## src/cls_pkg.sv

```systemverilog
package cls_pkg;
    // Access kinds requested of the socket lane steering
    typedef enum logic [2:0] {
        CLS_ATTR_WR,
        CLS_MEM_RD,
        CLS_MEM_WR,
        CLS_IO_RD,
        CLS_IO_WR,
        CLS_DMA_M2IO,
        CLS_DMA_IO2M,
        CLS_ATTR_RD
    } cls_kind_e;

    // Access widths
    typedef enum logic [1:0] {
        CLS_SZ_BYTE,
        CLS_SZ_WORD,
        CLS_SZ_ODD
    } cls_size_e;

    // Timing counts in 4 ns cycles
    localparam int CLS_CLK_NS = 4;
    localparam int CLS_SETUP_NS = 40;
    localparam int CLS_CMD_NS = 200;
    localparam int CLS_REC_NS = 40;
    localparam int CLS_SETUP_CYC = (CLS_SETUP_NS + CLS_CLK_NS - 1) / CLS_CLK_NS;
    localparam int CLS_CMD_CYC = (CLS_CMD_NS + CLS_CLK_NS - 1) / CLS_CLK_NS;
    localparam int CLS_REC_CYC = (CLS_REC_NS + CLS_CLK_NS - 1) / CLS_CLK_NS;
    localparam int CLS_CNT_W = 8;
endpackage

```

## src/cls_lane_map.sv

```systemverilog
`timescale 1ns/1ns
// Pure lane routing: which byte goes where, and which enables are asserted
module cls_lane_map
    import cls_pkg::*;
(
    input wire cls_pkg::cls_kind_e kind_i,
    input wire cls_pkg::cls_size_e size_i,
    input wire logic addr0_i,
    input wire logic [15:0] wdata_i,
    output logic ceh_n_o,
    output logic cel_n_o,
    output logic [15:0] lane_o,
    output logic lane_hi_oe_o,
    output logic lane_lo_oe_o,
    output logic hi_from_card_o,
    output logic lo_from_card_o
);
    logic is_write;
    always_comb begin
        is_write = (kind_i == CLS_ATTR_WR) || (kind_i == CLS_MEM_WR) ||
                   (kind_i == CLS_IO_WR) || (kind_i == CLS_DMA_M2IO);
        ceh_n_o = 1'b1;
        cel_n_o = 1'b0;
        lane_o = 16'h0000;
        lane_hi_oe_o = 1'b0;
        lane_lo_oe_o = 1'b0;
        hi_from_card_o = 1'b0;
        lo_from_card_o = 1'b0;
        case (size_i)
            CLS_SZ_WORD: begin
                ceh_n_o = 1'b0;
                cel_n_o = 1'b0;
            end
            CLS_SZ_ODD: begin
                ceh_n_o = 1'b0;
                cel_n_o = 1'b1;
            end
            default: begin
                ceh_n_o = 1'b1;
                cel_n_o = 1'b0;
            end
        endcase
        // DMA is byte or word only; an odd request falls back to word
        if ((kind_i == CLS_DMA_M2IO || kind_i == CLS_DMA_IO2M) &&
            size_i == CLS_SZ_ODD) begin
            ceh_n_o = 1'b0;
            cel_n_o = 1'b0;
        end
        if (is_write) begin
            if (kind_i == CLS_ATTR_WR) begin
                // Only the even byte matters; always lower lane
                lane_o = {8'h00, wdata_i[7:0]};
                lane_lo_oe_o = 1'b1;
            end else if (kind_i == CLS_DMA_M2IO) begin
                // DMA byte is always the even byte, whatever addr0 says
                if (size_i == CLS_SZ_BYTE) begin
                    lane_o = {8'h00, wdata_i[7:0]};
                end else begin
                    lane_o = wdata_i;
                    lane_hi_oe_o = 1'b1;
                end
                lane_lo_oe_o = 1'b1;
            end else if (size_i == CLS_SZ_WORD) begin
                lane_o = wdata_i;
                lane_hi_oe_o = 1'b1;
                lane_lo_oe_o = 1'b1;
            end else if (size_i == CLS_SZ_ODD) begin
                lane_o = {wdata_i[15:8], 8'h00};
                lane_hi_oe_o = 1'b1;
            end else begin
                lane_o = {8'h00, addr0_i ? wdata_i[15:8] : wdata_i[7:0]};
                lane_lo_oe_o = 1'b1;
            end
        end else if (kind_i == CLS_DMA_M2IO || kind_i == CLS_DMA_IO2M) begin
            // Card drives the low lane of a fly-by transfer, the high lane only when enabled
            hi_from_card_o = ~ceh_n_o;
            lo_from_card_o = 1'b1;
        end else begin
            hi_from_card_o = ~ceh_n_o;
            lo_from_card_o = ~cel_n_o;
        end
    end
endmodule

```

## src/cls_socket_steer.sv

```systemverilog
`timescale 1ns/1ns
// What this block does
// - Attribute write: REG low, WE low, low lane
// - Attribute write carries only even byte, low lane
// - Memory byte read: low enable, byte on low lane
// - Memory word/odd read: odd byte on high lane
// - Memory byte write: address bit picks lower-lane byte
// - Memory word/odd write: odd byte on high lane
// - I/O read: REG low, IOR strobe, lane by size
// - I/O write: REG low, IOW strobe, lane by size
// - DMA memory to I/O: OE high, IOW, TC on WE
// - DMA I/O to memory: WE high, IOR, TC on OE
// - DMA memory to I/O lanes by width
// - DMA I/O to memory lanes by width
module cls_socket_steer
    import cls_pkg::*;
#(
    parameter int SETUP_CYC = CLS_SETUP_CYC,
    parameter int CMD_CYC = CLS_CMD_CYC,
    parameter int REC_CYC = CLS_REC_CYC
) (
    input wire logic clk_i,
    input wire logic rst_i,
    input wire logic req_valid_i,
    output logic req_ready_o,
    input wire cls_pkg::cls_kind_e req_kind_i,
    input wire cls_pkg::cls_size_e req_size_i,
    input wire logic req_addr0_i,
    input wire logic [15:0] req_wdata_i,
    input wire logic req_tc_i,
    output logic done_o,
    output logic [15:0] rdata_o,
    output logic reg_n_o,
    output logic card_high_byte_enable_n_o,
    output logic card_low_byte_enable_n_o,
    output logic oe_n_o,
    output logic we_n_o,
    output logic ior_n_o,
    output logic iow_n_o,
    output logic dack_o,
    output logic dreq_o,
    output logic addr0_o,
    output logic [15:0] sd_o,
    output logic sd_hi_oe_o,
    output logic sd_lo_oe_o,
    input wire logic [15:0] sd_i
);
    import cls_pkg::*;

    typedef enum logic [1:0] {
        CLS_ST_IDLE,
        CLS_ST_SETUP,
        CLS_ST_CMD,
        CLS_ST_REC
    } cls_state_e;

    typedef struct packed {
        cls_state_e st;
        logic [CLS_CNT_W-1:0] cnt;
        cls_kind_e kind;
        cls_size_e size;
        logic addr0;
        logic [15:0] wdata;
        logic tc;
        logic [15:0] sd_s1;
        logic [15:0] sd_s2;
        logic [15:0] rdata;
        logic done;
    } cls_state_s;

    cls_state_s s_reg;
    cls_state_s s_next;

    logic ceh_n;
    logic cel_n;
    logic [15:0] lane;
    logic hi_oe;
    logic lo_oe;
    logic hi_card;
    logic lo_card;
    logic active;
    logic strobe;

    function automatic logic [CLS_CNT_W-1:0] cyc(input int n);
        cyc = (n < 1) ? CLS_CNT_W'(0) : CLS_CNT_W'(n - 1);
    endfunction

    cls_lane_map u_map (
        .kind_i(s_reg.kind),
        .size_i(s_reg.size),
        .addr0_i(s_reg.addr0),
        .wdata_i(s_reg.wdata),
        .ceh_n_o(ceh_n),
        .cel_n_o(cel_n),
        .lane_o(lane),
        .lane_hi_oe_o(hi_oe),
        .lane_lo_oe_o(lo_oe),
        .hi_from_card_o(hi_card),
        .lo_from_card_o(lo_card)
    );

    always_comb begin
        s_next = s_reg;
        s_next.done = 1'b0;
        // Pad data is asynchronous to us: two stages before capture
        s_next.sd_s1 = sd_i;
        s_next.sd_s2 = s_reg.sd_s1;
        case (s_reg.st)
            CLS_ST_IDLE: begin
                if (req_valid_i) begin
                    s_next.kind = req_kind_i;
                    s_next.size = req_size_i;
                    s_next.addr0 = req_addr0_i;
                    s_next.wdata = req_wdata_i;
                    s_next.tc = req_tc_i;
                    s_next.cnt = cyc(SETUP_CYC);
                    s_next.st = CLS_ST_SETUP;
                end
            end
            CLS_ST_SETUP: begin
                if (s_reg.cnt == '0) begin
                    s_next.cnt = cyc(CMD_CYC);
                    s_next.st = CLS_ST_CMD;
                end else begin
                    s_next.cnt = s_reg.cnt - 1'b1;
                end
            end
            CLS_ST_CMD: begin
                if (s_reg.cnt == '0) begin
                    // Sample at strobe end; sync latency hidden in pulse
                    s_next.rdata = {hi_card ? s_reg.sd_s2[15:8] : 8'h00,
                                    lo_card ? s_reg.sd_s2[7:0] : 8'h00};
                    s_next.done = 1'b1;
                    s_next.cnt = cyc(REC_CYC);
                    s_next.st = CLS_ST_REC;
                end else begin
                    s_next.cnt = s_reg.cnt - 1'b1;
                end
            end
            CLS_ST_REC: begin
                if (s_reg.cnt == '0) begin
                    s_next.st = CLS_ST_IDLE;
                end else begin
                    s_next.cnt = s_reg.cnt - 1'b1;
                end
            end
            default: s_next.st = CLS_ST_IDLE;
        endcase
    end

    always_ff @(posedge clk_i or posedge rst_i) begin
        if (rst_i) begin
            s_reg <= '0;
        end else begin
            s_reg <= s_next;
        end
    end

    assign active = (s_reg.st != CLS_ST_IDLE);
    assign strobe = (s_reg.st == CLS_ST_CMD);

    always_comb begin
        req_ready_o = ~active;
        done_o = s_reg.done;
        rdata_o = s_reg.rdata;
        addr0_o = s_reg.addr0;
        reg_n_o = 1'b1;
        card_high_byte_enable_n_o = 1'b1;
        card_low_byte_enable_n_o = 1'b1;
        oe_n_o = 1'b1;
        we_n_o = 1'b1;
        ior_n_o = 1'b1;
        iow_n_o = 1'b1;
        dack_o = 1'b0;
        dreq_o = 1'b0;
        sd_o = 16'h0000;
        sd_hi_oe_o = 1'b0;
        sd_lo_oe_o = 1'b0;
        if (active) begin
            card_high_byte_enable_n_o = ceh_n;
            card_low_byte_enable_n_o = cel_n;
            sd_o = lane;
            sd_hi_oe_o = hi_oe;
            sd_lo_oe_o = lo_oe;
            case (s_reg.kind)
                CLS_ATTR_WR: begin
                    reg_n_o = 1'b0;
                    we_n_o = ~strobe;
                end
                CLS_ATTR_RD: begin
                    reg_n_o = 1'b0;
                    oe_n_o = ~strobe;
                end
                CLS_MEM_RD: oe_n_o = ~strobe;
                CLS_MEM_WR: we_n_o = ~strobe;
                CLS_IO_RD: begin
                    reg_n_o = 1'b0;
                    ior_n_o = ~strobe;
                end
                CLS_IO_WR: begin
                    reg_n_o = 1'b0;
                    iow_n_o = ~strobe;
                end
                CLS_DMA_M2IO: begin
                    dack_o = 1'b1;
                    we_n_o = ~s_reg.tc;
                    iow_n_o = ~strobe;
                end
                CLS_DMA_IO2M: begin
                    dack_o = 1'b1;
                    oe_n_o = ~s_reg.tc;
                    ior_n_o = ~strobe;
                end
                default: reg_n_o = 1'b1;
            endcase
        end
    end

    chk_enable_any: assert property (@(posedge clk_i) disable iff (rst_i)
        strobe |-> !(card_high_byte_enable_n_o && card_low_byte_enable_n_o))
        else $error("strobe with no card enable");
    chk_attr_write: assert property (@(posedge clk_i) disable iff (rst_i)
        (strobe && s_reg.kind == CLS_ATTR_WR) |->
        (!reg_n_o && oe_n_o && !we_n_o && sd_lo_oe_o && !sd_hi_oe_o))
        else $error("attribute write pins wrong");
    chk_attr_even: assert property (@(posedge clk_i) disable iff (rst_i)
        (active && s_reg.kind == CLS_ATTR_WR) |-> sd_o[7:0] == s_reg.wdata[7:0])
        else $error("attribute write lane wrong");
    chk_mem_read: assert property (@(posedge clk_i) disable iff (rst_i)
        (strobe && s_reg.kind == CLS_MEM_RD && s_reg.size == CLS_SZ_BYTE) |->
        (reg_n_o && !oe_n_o && we_n_o && card_high_byte_enable_n_o &&
         !sd_hi_oe_o && !sd_lo_oe_o))
        else $error("memory byte read pins wrong");
    chk_odd_read: assert property (@(posedge clk_i) disable iff (rst_i)
        (active && s_reg.kind == CLS_MEM_RD && s_reg.size == CLS_SZ_ODD) |->
        (!card_high_byte_enable_n_o && card_low_byte_enable_n_o))
        else $error("odd read enables wrong");
    chk_byte_write: assert property (@(posedge clk_i) disable iff (rst_i)
        (active && s_reg.kind == CLS_MEM_WR && s_reg.size == CLS_SZ_BYTE) |->
        sd_o[7:0] == (s_reg.addr0 ? s_reg.wdata[15:8] : s_reg.wdata[7:0]))
        else $error("byte write lane wrong");
    chk_word_write: assert property (@(posedge clk_i) disable iff (rst_i)
        (active && s_reg.kind == CLS_MEM_WR && s_reg.size == CLS_SZ_WORD) |->
        (sd_o == s_reg.wdata && sd_hi_oe_o && sd_lo_oe_o))
        else $error("word write lanes wrong");
    chk_io_read: assert property (@(posedge clk_i) disable iff (rst_i)
        (strobe && s_reg.kind == CLS_IO_RD) |-> (!reg_n_o && !ior_n_o && iow_n_o))
        else $error("io read pins wrong");
    chk_io_write: assert property (@(posedge clk_i) disable iff (rst_i)
        (strobe && s_reg.kind == CLS_IO_WR) |-> (!reg_n_o && ior_n_o && !iow_n_o))
        else $error("io write pins wrong");
    chk_dma_m2io: assert property (@(posedge clk_i) disable iff (rst_i)
        (strobe && s_reg.kind == CLS_DMA_M2IO) |->
        (dack_o && !dreq_o && oe_n_o && ior_n_o && !iow_n_o &&
         we_n_o == !s_reg.tc))
        else $error("dma mem to io pins wrong");
    chk_dma_io2m: assert property (@(posedge clk_i) disable iff (rst_i)
        (strobe && s_reg.kind == CLS_DMA_IO2M) |->
        (dack_o && !dreq_o && oe_n_o == !s_reg.tc && we_n_o &&
         !ior_n_o && iow_n_o))
        else $error("dma io to mem pins wrong");
    chk_dma_word: assert property (@(posedge clk_i) disable iff (rst_i)
        (dack_o && s_reg.size == CLS_SZ_WORD) |->
        (!card_high_byte_enable_n_o && !card_low_byte_enable_n_o))
        else $error("dma word enables wrong");
    chk_cycle_len: assert property (@(posedge clk_i) disable iff (rst_i)
        (req_valid_i && req_ready_o) |-> ##[1:300] done_o)
        else $error("cycle never completed");

    cov_mem_word: cover property (@(posedge clk_i) disable iff (rst_i)
        done_o && s_reg.kind == CLS_MEM_RD && s_reg.size == CLS_SZ_WORD);
    cov_io_write: cover property (@(posedge clk_i) disable iff (rst_i)
        done_o && s_reg.kind == CLS_IO_WR);
    cov_dma_tc: cover property (@(posedge clk_i) disable iff (rst_i)
        strobe && dack_o && s_reg.tc);
endmodule
```

## config.mk

```make
export PLATFORM = sky130hd
export DESIGN_NAME = cls_socket_steer
export DESIGN_NICKNAME = d
export VERILOG_FILES = /design/src/cls_pkg.sv /design/src/cls_lane_map.sv /design/src/cls_socket_steer.sv
export SDC_FILE = /design/constraint.sdc
export NUM_CORES = 1
export LEC_CHECK = 0
export ABC_AREA = 1
export BUFFER_PORTS_ARGS = -buffer_cell sky130_fd_sc_hd__buf_4
export CORE_MARGIN = 1.5
export CORE_UTILIZATION = 35
export DETAILED_ROUTE_END_ITERATION = 6
export PLACE_DENSITY_LB_ADDON = 0.08
export SLEW_MARGIN = 20
export SYNTH_ARGS = -nofsm -noshare
export SYNTH_HDL_FRONTEND = slang
export SYNTH_HIERARCHICAL = 1
export SYNTH_SLANG_ARGS = --single-unit
export TNS_END_PERCENT = 50
```

## constraint.sdc

```tcl
create_clock -name clk_i -period 3.03 [get_ports clk_i]
set_input_delay 0.303 -clock clk_i [delete_from_list [all_inputs] [get_ports clk_i]]
set_output_delay 0.303 -clock clk_i [all_outputs]
set_load 0.02 [all_outputs]
```

## Word level (Yosys, flattened, before mapping)

Index checks and enable logic that the tools add are counted.

- Add/sub/neg operators: 1
- Equality and inequality tests: 17
- Muxes and demuxes: 53
- Bitwise gates (word level): 5
- Reductions and logical operators: 21

Operators by type and width:

| kind | number |
|---|---|
| 2-to-1 mux 16 bit | 7 |
| 2-to-1 mux 8 bit | 6 |
| case mux 10 bit (4 select lines) | 1 |
| 2-to-1 mux 1 bit | 33 |
| 2-to-1 mux 33 bit | 1 |
| == test 3 bit (second input constant) | 4 |
| OR reduction 2 bit | 6 |
| zero test 8 bit | 1 |
| inequality test 2 bit (second input constant) | 4 |
| subtractor 8 x 1 -> 8 bit (second input constant) | 1 |
| == test 2 bit (second input constant) | 3 |
| == test 3 x 2 -> 1 bit (second input constant) | 2 |
| 2-to-1 mux 2 bit | 3 |
| AND reduction 2 bit | 3 |
| inverter 1 bit | 5 |
| == test 2 x 1 -> 1 bit (second input constant) | 2 |
| zero test 2 bit | 2 |
| logical OR 1 bit | 4 |
| case mux 1 bit (2 select lines) | 2 |
| AND reduction 4 bit | 1 |
| OR reduction 4 bit | 1 |
| == test 3 x 1 -> 1 bit (second input constant) | 1 |
| zero test 3 bit | 1 |
| inequality test 2 x 1 -> 1 bit (second input constant) | 1 |
| other kinds (2) | 2 |

- Flip-flop bits (word level): 82
- Output and inout port bits: 46
- Logic and storage cells: 108

## Longest topological paths before layout

Gate-level depths: netlist (run 1).

- Depth in word-level cells: 8
- Mapped depth: 10

## Modules after synthesis

The synthesis (run 1) kept the hierarchy.

By module, submodules not included:

| module | times used | cells each | area an instance (µm²) | seq. area each (µm²) |
|---|---|---|---|---|
| cls_socket_steer | 1 | 375 | 3540.9 | 2052.0 |
| cls_lane_map | 1 | 94 | 519.2 | 0.0 |

## Least setup slack after synthesis (run 1)

Ideal clock, no wire load.

- Path type: register to output
- From: register s_reg[68] (netlist bit)
- To: output port sd_o[5]
- Arrival time: 1.526 ns
- Data required time: 2.727 ns
- Setup slack: 1.201 ns
- Cell stages (with the launch flop): 11
- Buffers on the path: 1
- Cell sequence: dfrtp_1 > inv_1 > ha_1 > inv_1 > nand2_1 > nor2_2 > buf_6 > nand2_1 > a21oi_1 > inv_1 > nor2_1

- Cells in the longest elaborated chain, start to end: 7
- Elaborated cells on any way between the ends: 8
- Classes of those cells: eq/ne: 2; mux: 6

Ends and longest elaborated chain:

| item | line | RTL |
|---|---|---|
| start, declared | cls_socket_steer.sv:71 | `cls_state_s s_reg;` |
| start signal, assigned | cls_socket_steer.sv:155 | `s_reg <= s_next;` |
| == test 2 bit | cls_lane_map.sv:67 | `end else if (size_i == CLS_SZ_ODD) begin` |
| 2-to-1 mux 16 bit | cls_lane_map.sv:67 |  |
| 2-to-1 mux 16 bit (*) | cls_lane_map.sv:63 | `end else if (size_i == CLS_SZ_WORD) begin` |
| 2-to-1 mux 16 bit (*) | cls_lane_map.sv:54 | `end else if (kind_i == CLS_DMA_M2IO) begin` |
| 2-to-1 mux 16 bit (*) | cls_lane_map.sv:50 | `if (kind_i == CLS_ATTR_WR) begin` |
| 2-to-1 mux 16 bit (*) | cls_lane_map.sv:49 | `if (is_write) begin` |
| named net lane[5] | cls_socket_steer.sv:76 | `logic [15:0] lane;` |
| 2-to-1 mux 16 bit (*) | cls_socket_steer.sv:179 | `if (active) begin` |
| end, declared | cls_socket_steer.sv:43 | `output logic [15:0] sd_o,` |

Mark *: on every way through the listed nets, which the timed path passes. The rest lies on a longest branch.

## Worst setup path in the final report (run 1)

- From: register s_reg[71] (netlist bit)
- To: output port sd_o[3]

- Cells in the longest elaborated chain, start to end: 6
- Elaborated cells on any way between the ends: 11
- Classes of those cells: eq/ne: 3; mux: 4; reduce/logical: 4

Ends and longest elaborated chain:

| item | line | RTL |
|---|---|---|
| == test 3 x 2 -> 1 bit / zero test 3 bit (equally long branches) | cls_lane_map.sv:20, cls_lane_map.sv:50 |  |
| logical OR 1 bit (2 in series) | cls_lane_map.sv:20 | `is_write = (kind_i == CLS_ATTR_WR) \|\| (kind_i == CLS_MEM_WR) \|\|` |
| logical OR 1 bit | cls_lane_map.sv:21 | `(kind_i == CLS_IO_WR) \|\| (kind_i == CLS_DMA_M2IO);` |
| 2-to-1 mux 16 bit (*) | cls_lane_map.sv:49 |  |
| named net lane[3] | cls_socket_steer.sv:76 |  |
| 2-to-1 mux 16 bit (*) | cls_socket_steer.sv:179 |  |

Marks and branches as above.

==> impl_metrics.json, run 1 <==
{
  "outcome": "finished, final reports clean",
  "synthesis.nets": 520,
  "drc": 0,
  "routed_wl_um": 8714,
  "core_mm2": 0.01137,
  "power_density_mw_per_mm2": 1093,
  "cp_cell_sequence": "nor2_1 > nand2_1 > nand3_1 > nor2_2 > nor2_1 > nor2_1 > inv_1 > nor2_1 > buf_4",
  "ctsResizeCount": 0,
  "clk_latency_ns": 0.33,
  "ys_warn_count": 6,
  "rr_worst_depth": 6,
  "synthesis.area_mm2": 0.004060,
  "cts-buffers-inserted": 9,
  "maxCapViolations": 0,
  "ir_worst_vdd_v": 0.0004776,
  "overflow": 0,
  "maxSlewViolCount": 0,
  "cts.hold.buffers_added": 0,
  "die_y_um": 110.7,
  "drtAntennaViolNets": 0,
  "cpMostUsedCell": "nor2_1",
  "rows": 39,
  "worstPathArrival_ns": 2.33,
  "via_per_inst": 4.503,
  "clock_skew_ns": 0.006831,
  "r2r_end": "s_reg[80]$_DFFE_PP0P_",
  "dr.first_iter.drc_count": 132,
  "grt_pass1_vias": 3081,
  "clk_pin_slew_worst_paths_ns": 0.06,
  "cts.sinks": 82,
  "r2r_start": "s_reg[80]$_DFFE_PP0P_",
  "worst_slew_pin_slew_ns": 0.8745,
  "power.internal_mw": 3.017,
  "hp-class": "input pin to register",
  "fin_nets": 589,
  "power_frac_comb_pct": 50.2,
  "grt_usage_pct": 15.15,
  "drive_gt1_share_pct": 28.73,
  "start_kind": "register",
  "rsz0062_at_grt": "false",
  "antenna_found_initial": 0,
  "relSlewSlack_pct": 41.70,
  "path_class": "register to output port",
  "antenna_cells": 0,
  "gp_congestion": 0.8247,
  "clock.fmax_ghz": 0.3796,
  "fillers": 1137,
  "timing.final.crit_period_ns": 2.634,
  "grt_max_degree": 46,
  "finalPower_mw": 5.469,
  "power_frac_seq_pct": 29.6,
  "post_cts_buffers": 0,
  "port_buffers": 86,
  "finalHoldViolations": 0,
  "vias": 3089,
  "drt_pass1_iterations": 4,
  "dieArea_mm2": 0.01226,
  "areaGrowthSynthToFinish_pct": 23.24,
  "synthesis.instances": 469,
  "die_x_um": 110.7,
  "path_delay_family": "simple AND/OR/NAND/NOR gates",
  "setup_viol": 0,
  "htree_num_levels": 3,
  "sw_frac_of_total_pct": 44.84,
  "fin_setup_tns_ns": 0,
  "cts_root_buffer": "clkbuf_16",
  "p_leak_nw": 2.555,
  "reg2reg_slack_ns": 0.68,
  "dp.final_hpwl_um": 6293,
  "critPathMaxStageDelay_ns": 0.57,
  "min_period_over_period_pct": 86.94,
  "path_buf_inv": 2,
  "power_frac_clock_pct": 20.3,
  "whs_endpoint": "s_next[29]$_DFF_PP0_",
  "critPathRequiredTime_ns": 2.73,
  "io_pins": 88,
  "critical_path.endpoint_type": "output port",
  "initial_core_util_pct": 35.71,
  "holdPathStages": 1,
  "grt_pass1_wl_um": 14930,
  "synth.avg_cell_area_um2": 8.657,
  "fin_hold_ws_ns": 0.07163,
  "cp_max_fo": 11,
  "p_sw_mw": 2.452,
  "cts.path.max_buffers": 2,
  "synth-seq-area-share_pct": 50.54,
  "ys_ff_latch": 82,
  "critPathSlowestCell": "dfrtp_1",
  "cts_tree": "built",
  "largest_reg_flops": 48,
  "yosys.cell_types.count": 38,
  "avgRoutedWirePerCell_um": 12.70,
  "min_from": "sd_i[12]"
}
layout by cell type (no fill, tap or decap), types with 8 or more instances in the layout:
| cell type | count |
|---|---|
| clkbuf_16 | 9 |
| inv_1 | 50 |
| o21ai_2 | 17 |
| nor2_1 | 42 |
| o21ai_0 | 18 |
| a21oi_1 | 8 |
| buf_4 | 87 |
| nor3b_2 | 8 |
| dfrtp_1 | 82 |
| nand2_1 | 147 |
| ha_1 | 9 |
| nand3_1 | 10 |
cell type report:
cell class	count	area [µm²]	area share (%)
clock buffers	11	242.7	4.851
clock inverters	5	60.06	1.200
inverters	56	212.7	4.251
multi-input cells	301	1584	31.66
flip-flops and latches	82	2052	41.01
well taps	143	178.9	3.576
repair buffers	88	673.1	13.45
routing by layer:
metal / up-vias / wire length, µm / GRT usage [%]
met5: - / 0 / 0
met4: 0 / 114 / 4.359
met3: 10 / 439 / 4.921
met2: 85 / 4104 / 24.16
met1: 1426 / 4054 / 19.78
li1: 1568 / - / -
metrics by stage:
step | instance area, µm² | cells | util, % | setup slack [ns]
6_report | 5004 | 686 | 44.01 | 0.3959
5_1_grt | 5004 | 686 | 44.01 | 0.1432
4_1_cts | 5004 | 686 | 44.01 | 0.3726
3_5_place_dp | 4701 | 670 | 41.34 | 0.6358
3_3_place_gp | 4701 | 670 | 41.34 | 0.7031
2_1_floorplan | 4060 | 469 | - | 0.6186
Yosys cell counts (all sizes together):
cell,n,area (µm²)
o21a,1,7.510
dfrtp,82,2052
inv,54,202.7
a21oi,9,56.31
clkinv,2,8.750
ha,9,112.6
or2,3,18.77
o2111ai,1,8.760
nor3b,9,107.6
o22ai,2,12.51
a32oi,1,8.760
clkbuf,4,15.01
nor3,1,5.000
conb,1,3.750
o21ai,36,244.0
nand4,7,43.79
xor2,2,17.52
nand3,13,87.59
nand2,155,606.8
buf,26,197.7
nor2,51,242.7
cell families after synthesis:
kind of cell / Yosys count / synth area share [%]
flops: 82 / 50.54
simple gates: 239 / 27.40
buf+inv: 86 / 10.45
other cells: 1 / 0.09236
fa+ha+maj: 9 / 2.774
compound gates: 50 / 8.321
xor+xnor: 2 / 0.4315
how the worst max path moves through the flow:
stage,startpoint,to,slack [ns],cells past startpoint
2_1_floorplan,rst_i,addr0_o$_DFFE_PP0P_,0.62,1
3_3_place_gp,s_reg[80]$_DFFE_PP0P_,s_reg[80]$_DFFE_PP0P_,0.70,6
3_5_place_dp,s_reg[80]$_DFFE_PP0P_,s_reg[80]$_DFFE_PP0P_,0.64,6
4_1_cts,s_reg[68]$_DFFE_PP0P_,sd_o[6],0.37,10
5_1_grt,s_reg[68]$_DFFE_PP0P_,sd_o[6],0.14,10
6_report,s_reg[71]$_DFFE_PP0P_,sd_o[3],0.40,9
power groups by stage:
| stage | Sequential (mW) | Clock [mW] | Combinational [mW] |
|---|---|---|---|
| after floorplan | 1.58 | 0 | 2.12 |
| after global placement | 1.63 | 0 | 2.75 |
| after detailed placement | 1.63 | 0 | 2.78 |
| after CTS | 1.62 | 1.14 | 2.79 |
| after global routing | 1.66 | 1.18 | 3.10 |
| final | 1.62 | 1.11 | 2.74 |
(Power assumes the default switching activity.)
==> run 2, diff against run 1 <==
ABC_AREA = not set   (was 1)
PLACE_DENSITY_LB_ADDON = not set   (was 0.08)
REMOVE_ABC_BUFFERS = 1   (was not set)
==> impl_metrics.json, run 2 <==
{
  "outcome": "finished, violations left",
  "violations": "negative hold slack",
  "start_kind": "register",
  "rows": 38,
  "cp_max_fo": 8,
  "fin_nets": 467,
  "largest_reg_flops": 48,
  "worstPathArrival_ns": 2.35,
  "p_leak_nw": 2.211,
  "cts.path.max_buffers": 2,
  "instances_no_fill": 561,
  "synthesis.area_mm2": 0.003841,
  "rsz0062_at_grt": "false",
  "die_y_um": 107.8,
  "vias": 2659,
  "areaGrowthSynthToFinish_pct": 22.41,
  "power_frac_comb_pct": 52.4,
  "grt_usage_pct": 14.78,
  "power_density_mw_per_mm2": 1148,
  "power_frac_clock_pct": 15.3,
  "port_buffers": 86,
  "synth_common_cells": "dfrtp_1, nand2_1, inv_1",
  "gp_congestion": 0.7395,
  "sw_frac_of_total_pct": 42.42,
  "cts.sinks": 82,
  "synth-main-ff-cell": "dfrtp_1",
  "maxSlewViolCount": 0,
  "final_cell_mix": "buf_4, dfrtp_1, nand2_1",
  "finalHoldViolations": 1,
  "synth_edf_count": 0,
  "grt_pass1_vias": 2620,
  "synth-seq-area-share_pct": 53.42,
  "cts_tree": "built",
  "fin_hold_ws_ns": -0.001081,
  "dieArea_mm2": 0.01161,
  "power_frac_seq_pct": 32.3,
  "grt_pass1_wl_um": 13000,
  "avgRoutedWirePerCell_um": 14.28,
  "seq_area_mm2": 0.002052,
  "min_period_over_period_pct": 87.51,
  "dp.final_hpwl_um": 5622,
  "ir_worst_vdd_v": 0.0005818,
  "yosysTopAreaCellShare_pct": 53.42,
  "placedCellCount": 545,
  "drc": 0,
  "cts_root_buffer": "clkbuf_8",
  "multi_input_area_mm2": 0.001469,
  "synth.avg_cell_area_um2": 11.04,
  "die_x_um": 107.8,
  "critPathRequiredTime_ns": 2.73,
  "ctsResizeCount": 0,
  "cts.hold.buffers_added": 0,
  "relSlewSlack_pct": 48.35,
  "finalPower_mw": 5.399,
  "synth_top_cell_by_area": "dfrtp_1",
  "drt_pass1_iterations": 4,
  "drtAntennaViolNets": 0,
  "synthesis.instances": 348,
  "worst_slew_pin_slew_ns": 0.7714,
  "htree_num_levels": 3,
  "antenna_cells": 0,
  "clk_pin_slew_worst_paths_ns": 0.09,
  "timing.final.crit_period_ns": 2.651,
  "yosys.cell_types.count": 55,
  "async_flop_share_pct": 100.0,
  "core_mm2": 0.01079,
  "ys_warn_count": 6,
  "synthTopCellsByArea": "dfrtp_1, mux2_2, nand2_1",
  "setup_viol": 0,
  "power.internal_mw": 3.109,
  "via_per_inst": 4.740,
  "p_sw_mw": 2.291,
  "initial_core_util_pct": 35.59,
  "fillers": 1013,
  "post_cts_buffers": 0,
  "hp-class": "input pin to async pin",
  "clock.fmax_ghz": 0.3772,
  "synth.most_common_cell": "dfrtp_1",
  "io_pins": 88,
  "place_ws_ns": 0.7705,
  "antenna_found_initial": 0,
  "path_class": "register to output port",
  "ys_ff_latch": 82,
  "clock_skew_ns": 0.007857,
  "dr.first_iter.drc_count": 66,
  "routed_wl_um": 8011,
  "grt_max_degree": 51,
  "cts-buffers-inserted": 9,
  "clk_latency_ns": 0.35,
  "maxCapViolations": 0,
  "setup_ws_ns": 0.3786,
  "critical_path.endpoint_type": "output port",
  "drive_gt1_share_pct": 35.15,
  "fin_setup_tns_ns": 0,
  "overflow": 0,
  "final_common_cell": "buf_4"
}
-- run 2: cell count changes after synthesis, moves of 10 or more --
cell     previous run  this run
nor2b_1             0        23
nor2_1             42         8
nand2_1           147        43
o21ai_0            18         8
mux2_2              0        24
o21ai_1             1        13
inv_1              51        28
o21ai_2            17         2
-- run 2: per-layer routing --
| layer | share of wire [%] | GRT usage (%) | vias up |
|---|---|---|---|
| met5 | 0 | 0 | - |
| met3 | 3.9 | 2.361 | 7 |
| met2 | 49 | 24.84 | 71 |
| met4 | 1.5 | 6.485 | 0 |
| met1 | 46 | 18.75 | 1298 |
| li1 | - | - | 1283 |
-- run 2: power groups by stage --
| stage | clock network, mW | registers (mW) | logic (mW) |
|---|---|---|---|
| floorplan | 0 | 1.83 | 1.78 |
| global route | 0.915 | 1.81 | 3.12 |
| CTS | 0.865 | 1.75 | 2.87 |
| global placement | 0 | 1.75 | 2.80 |
| detailed placement | 0 | 1.77 | 2.85 |
| finish | 0.826 | 1.74 | 2.83 |
-- run 2: metrics by stage --
stage,utilization (%),instance area [µm²]
after floorplan,-,3626
after global placement,41.61,4491
after detailed placement,41.61,4491
after CTS,43.57,4702
after global routing,43.57,4702
final,43.57,4702
-- run 2: kinds of logic (layout without fill, tap and decap cells) --
group / after synthesis / count (layout) / synth area share [%]
AND/OR/NAND/NOR: 99 / 99 / 14.69
flip-flops: 82 / 82 / 53.42
AO/OA/AOI/OAI: 64 / 64 / 11.21
buffers and inverters: 61 / 134 / 8.339
multiplexers: 27 / 27 / 8.176
adder cells (fa/ha/maj): 9 / 9 / 2.932
XOR/XNOR: 5 / 5 / 1.140
other: 1 / 1 / 0.09763
-- run 2: critical path: stages (launching register included) --
cell and delay (ns):
dfrtp_1 0.40, inv_1 0.08, ha_1 0.38, nor2_2 0.12
nor4b_4 0.53, o31ai_1 0.16, nor2b_1 0.17, buf_4 0.16
-- run 2: path summary, 6_finish.rpt --
check | start | to | slack, ns | cells after the start
setup / recovery | s_reg[67]$_DFFE_PP0P_ | sd_o[6] | 0.38 | 7
hold / removal | rst_i | rdata_o[13]$_DFFE_PP0P_ | -0.001 | 2
setup reg to reg | s_reg[80]$_DFFE_PP0P_ | s_reg[78]$_DFFE_PP0P_ | 0.92 | 6
hold reg to reg | s_next[29]$_DFF_PP0_ | s_reg[29]$_DFF_PP0_ | 0.35 | 0
max in group asynchronous | rst_i | s_next[23]$_DFF_PP0_ | 2.38 | 3
min in group clk_i | sd_i[4] | s_next[21]$_DFF_PP0_ | 0.05 | 1
-- run 2: area by class of cell --
cell class / count / area share, %
Clock inverter: 6 / 1.570
Clock buffer: 10 / 2.927
Inverter: 28 / 2.262
Multi-Input combinational cell: 205 / 31.24
Tap cell: 140 / 3.725
Timing Repair Buffer: 90 / 14.64
Sequential cell: 82 / 43.64
==> run 3, diff against run 2 <==
CELL_PAD_IN_SITES_DETAIL_PLACEMENT = 2   (was not set)
CELL_PAD_IN_SITES_GLOBAL_PLACEMENT = 2   (was not set)
CORE_UTILIZATION = 34   (was 35)
PLACE_DENSITY_LB_ADDON = 0.1   (was not set)
SYNTH_HIERARCHICAL = not set   (was 1)
==> impl_metrics.json, run 3 <==
{
  "clock_skew_ns": 0.006736,
  "fin_nets": 427,
  "critPathRequiredTime_ns": 2.73,
  "cp_cell_sequence": "xor2_1 > o221ai_1 > a22oi_1 > nor2_1 > buf_4",
  "ys_ff_latch": 82,
  "r2r_end": "rdata_o[0]$_DFFE_PP0P_",
  "path_delay_family": "compound AO/OA/AOI/OAI gates",
  "drive_gt1_share_pct": 37.01,
  "antenna_cells": 0,
  "die_x_um": 105.6,
  "synth.most_common_cell": "dfrtp_1",
  "areaGrowthSynthToFinish_pct": 24.23,
  "synthTopCellsByArea": "dfrtp_1, mux2_2, buf_4",
  "final_cell_mix": "buf_4, dfrtp_1, mux2_2",
  "dr.first_iter.drc_count": 60,
  "r2r_start": "s_reg[72]$_DFFE_PP0P_",
  "path_buf_inv": 1,
  "post_cts_buffers": 0,
  "postPlaceCellArea_mm2": 0.004269,
  "fin_area_mm2": 0.004446,
  "p_leak_nw": 2.073,
  "initial_core_util_pct": 34.82,
  "final_common_cell": "buf_4",
  "grt_max_degree": 40,
  "gp_congestion": 0.7829,
  "synth_top_cell_by_area": "dfrtp_1",
  "worstPathArrival_ns": 2.34,
  "fin_hold_ws_ns": 0.01343,
  "rr_worst_depth": 6,
  "setup_ws_ns": 0.3914,
  "drc": 0,
  "rsz0062_at_grt": "false",
  "synthesis.instances": 301,
  "reg2reg_slack_ns": 0.56,
  "clock.fmax_ghz": 0.3790,
  "rows": 37,
  "worst_slew_pin_slew_ns": 0.8435,
  "outcome": "finished, final reports clean",
  "critPathMaxStageDelay_ns": 0.71,
  "ctsResizeCount": 0,
  "clk_pin_slew_worst_paths_ns": 0.09,
  "vias": 2533,
  "avgRoutedWirePerCell_um": 16.74,
  "via_per_inst": 4.899,
  "synthesis.area_mm2": 0.003578,
  "cts_root_buffer": "clkbuf_8",
  "core_mm2": 0.01028,
  "fin_setup_tns_ns": 0,
  "place_ws_ns": 0.5689,
  "power_density_mw_per_mm2": 1173,
  "maxCapViolations": 0,
  "drt_pass1_iterations": 4,
  "cts.hold.buffers_added": 0,
  "cts.path.max_buffers": 2,
  "dp.final_hpwl_um": 6200,
  "die_y_um": 105.6,
  "maxSlewViolCount": 0,
  "timing.final.crit_period_ns": 2.639,
  "dieArea_mm2": 0.01115,
  "grt_usage_pct": 16.75,
  "synth-main-ff-cell": "dfrtp_1",
  "path_class": "register to output port",
  "async_flop_share_pct": 100.0,
  "drtAntennaViolNets": 0,
  "grt_pass1_vias": 2823,
  "setup_viol": 0,
  "critical_path.endpoint_type": "output port",
  "crit_cells": 5,
  "min_period_over_period_pct": 87.08,
  "synth-seq-area-share_pct": 57.34,
  "critPathSlowestCell": "o221ai_1",
  "yosysTopAreaCellShare_pct": 57.34,
  "port_buffers": 86,
  "hp-class": "input pin to async pin",
  "htree_num_levels": 3,
  "setup.worst_path.end": "sd_o[5]",
  "cts-buffers-inserted": 9,
  "synth_common_cells": "dfrtp_1, mux2_2, nand2_1",
  "antenna_found_initial": 0,
  "yosys.cell_types.count": 50,
  "synth.avg_cell_area_um2": 11.89,
  "worstSetupStartpoint": "s_reg[69]$_DFFE_PP0P_",
  "finalHoldViolations": 0,
  "clk_latency_ns": 0.36,
  "overflow": 0,
  "start_kind": "register",
  "synth_edf_count": 0,
  "cp_max_fo": 13,
  "ys_warn_count": 0,
  "cts_tree": "built",
  "relSlewSlack_pct": 43.77,
  "largest_reg_flops": 48,
  "routed_wl_um": 8657,
  "cts.sinks": 82,
  "grt_pass1_wl_um": 14400,
  "io_pins": 88,
  "ir_worst_vdd_v": 0.0003508
}
==> run 3: routing by layer <==
| metal | share of wire (%) | GRT usage, % | vias to the layer above |
|---|---|---|---|
| li1 | - | - | 1187 |
| met1 | 45 | 21.89 | 1276 |
| met3 | 4.3 | 3.587 | 10 |
| met2 | 49 | 27.45 | 60 |
| met4 | 1.4 | 6.081 | 0 |
| met5 | 0 | 0 | - |
==> run 3: worst reg2reg max path, stage by stage (launching register included) <==
cell       delay [ns]
dfrtp_1          0.43
inv_1            0.12
ha_1             0.18
nor3b_2          0.48
nand3_4          0.34
a2111oi_4        0.64
a22o_1           0.21
==> run 3: cells by family (layout without fill, tap and decap cells) <==
family | count (synthesis) | after routing | synth area share (%)
DFF | 82 | 82 | 57.34
other | 1 | 1 | 0.1048
xor gates and xnor gates | 4 | 4 | 0.9792
buffers and inverters | 38 | 118 | 5.839
AOI/OAI and AO/OA | 65 | 65 | 13.29
muxes | 24 | 24 | 7.552
adders and majority gates | 9 | 9 | 3.147
and+or+nand+nor | 78 | 78 | 11.75
==> run 3: power by group <==
part	internal (mW)	switching, mW
registers	1.43	0.303
logic	1.21	1.55
clock network	0.308	0.422
==> run 3: layout make-up <==
class	instances	area [µm²]
flip-flops and latches	82	2052
fillers	1117	5832
repair buffers	92	690.7
multi-input cells	181	1318
inverters	10	38.79
clock inverters	6	48.80
clock buffers	10	127.6
well taps	136	170.2
==> run 3: per-stage QoR <==
step | power [mW] | util (%) | instances
global placement | 4.464 | 41.54 | 501
global route | 5.612 | 43.26 | 517
floorplan | 3.453 | - | 273
detailed placement | 4.548 | 41.54 | 501
CTS | 5.318 | 43.26 | 517
finish | 5.216 | 43.26 | 517
==> run 3: worst min path at each step <==
stage                               from  depth (start not counted)                      to
detailed placement  s_next[32]$_DFF_PP0_                          0     s_reg[32]$_DFF_PP0_
CTS                              sd_i[9]                          1    s_next[26]$_DFF_PP0_
finish                             rst_i                          2  rdata_o[1]$_DFFE_PP0P_
floorplan           s_next[17]$_DFF_PP0_                          0     s_reg[17]$_DFF_PP0_
global placement    s_next[27]$_DFF_PP0_                          0     s_reg[27]$_DFF_PP0_
global route                    sd_i[15]                          1    s_next[32]$_DFF_PP0_
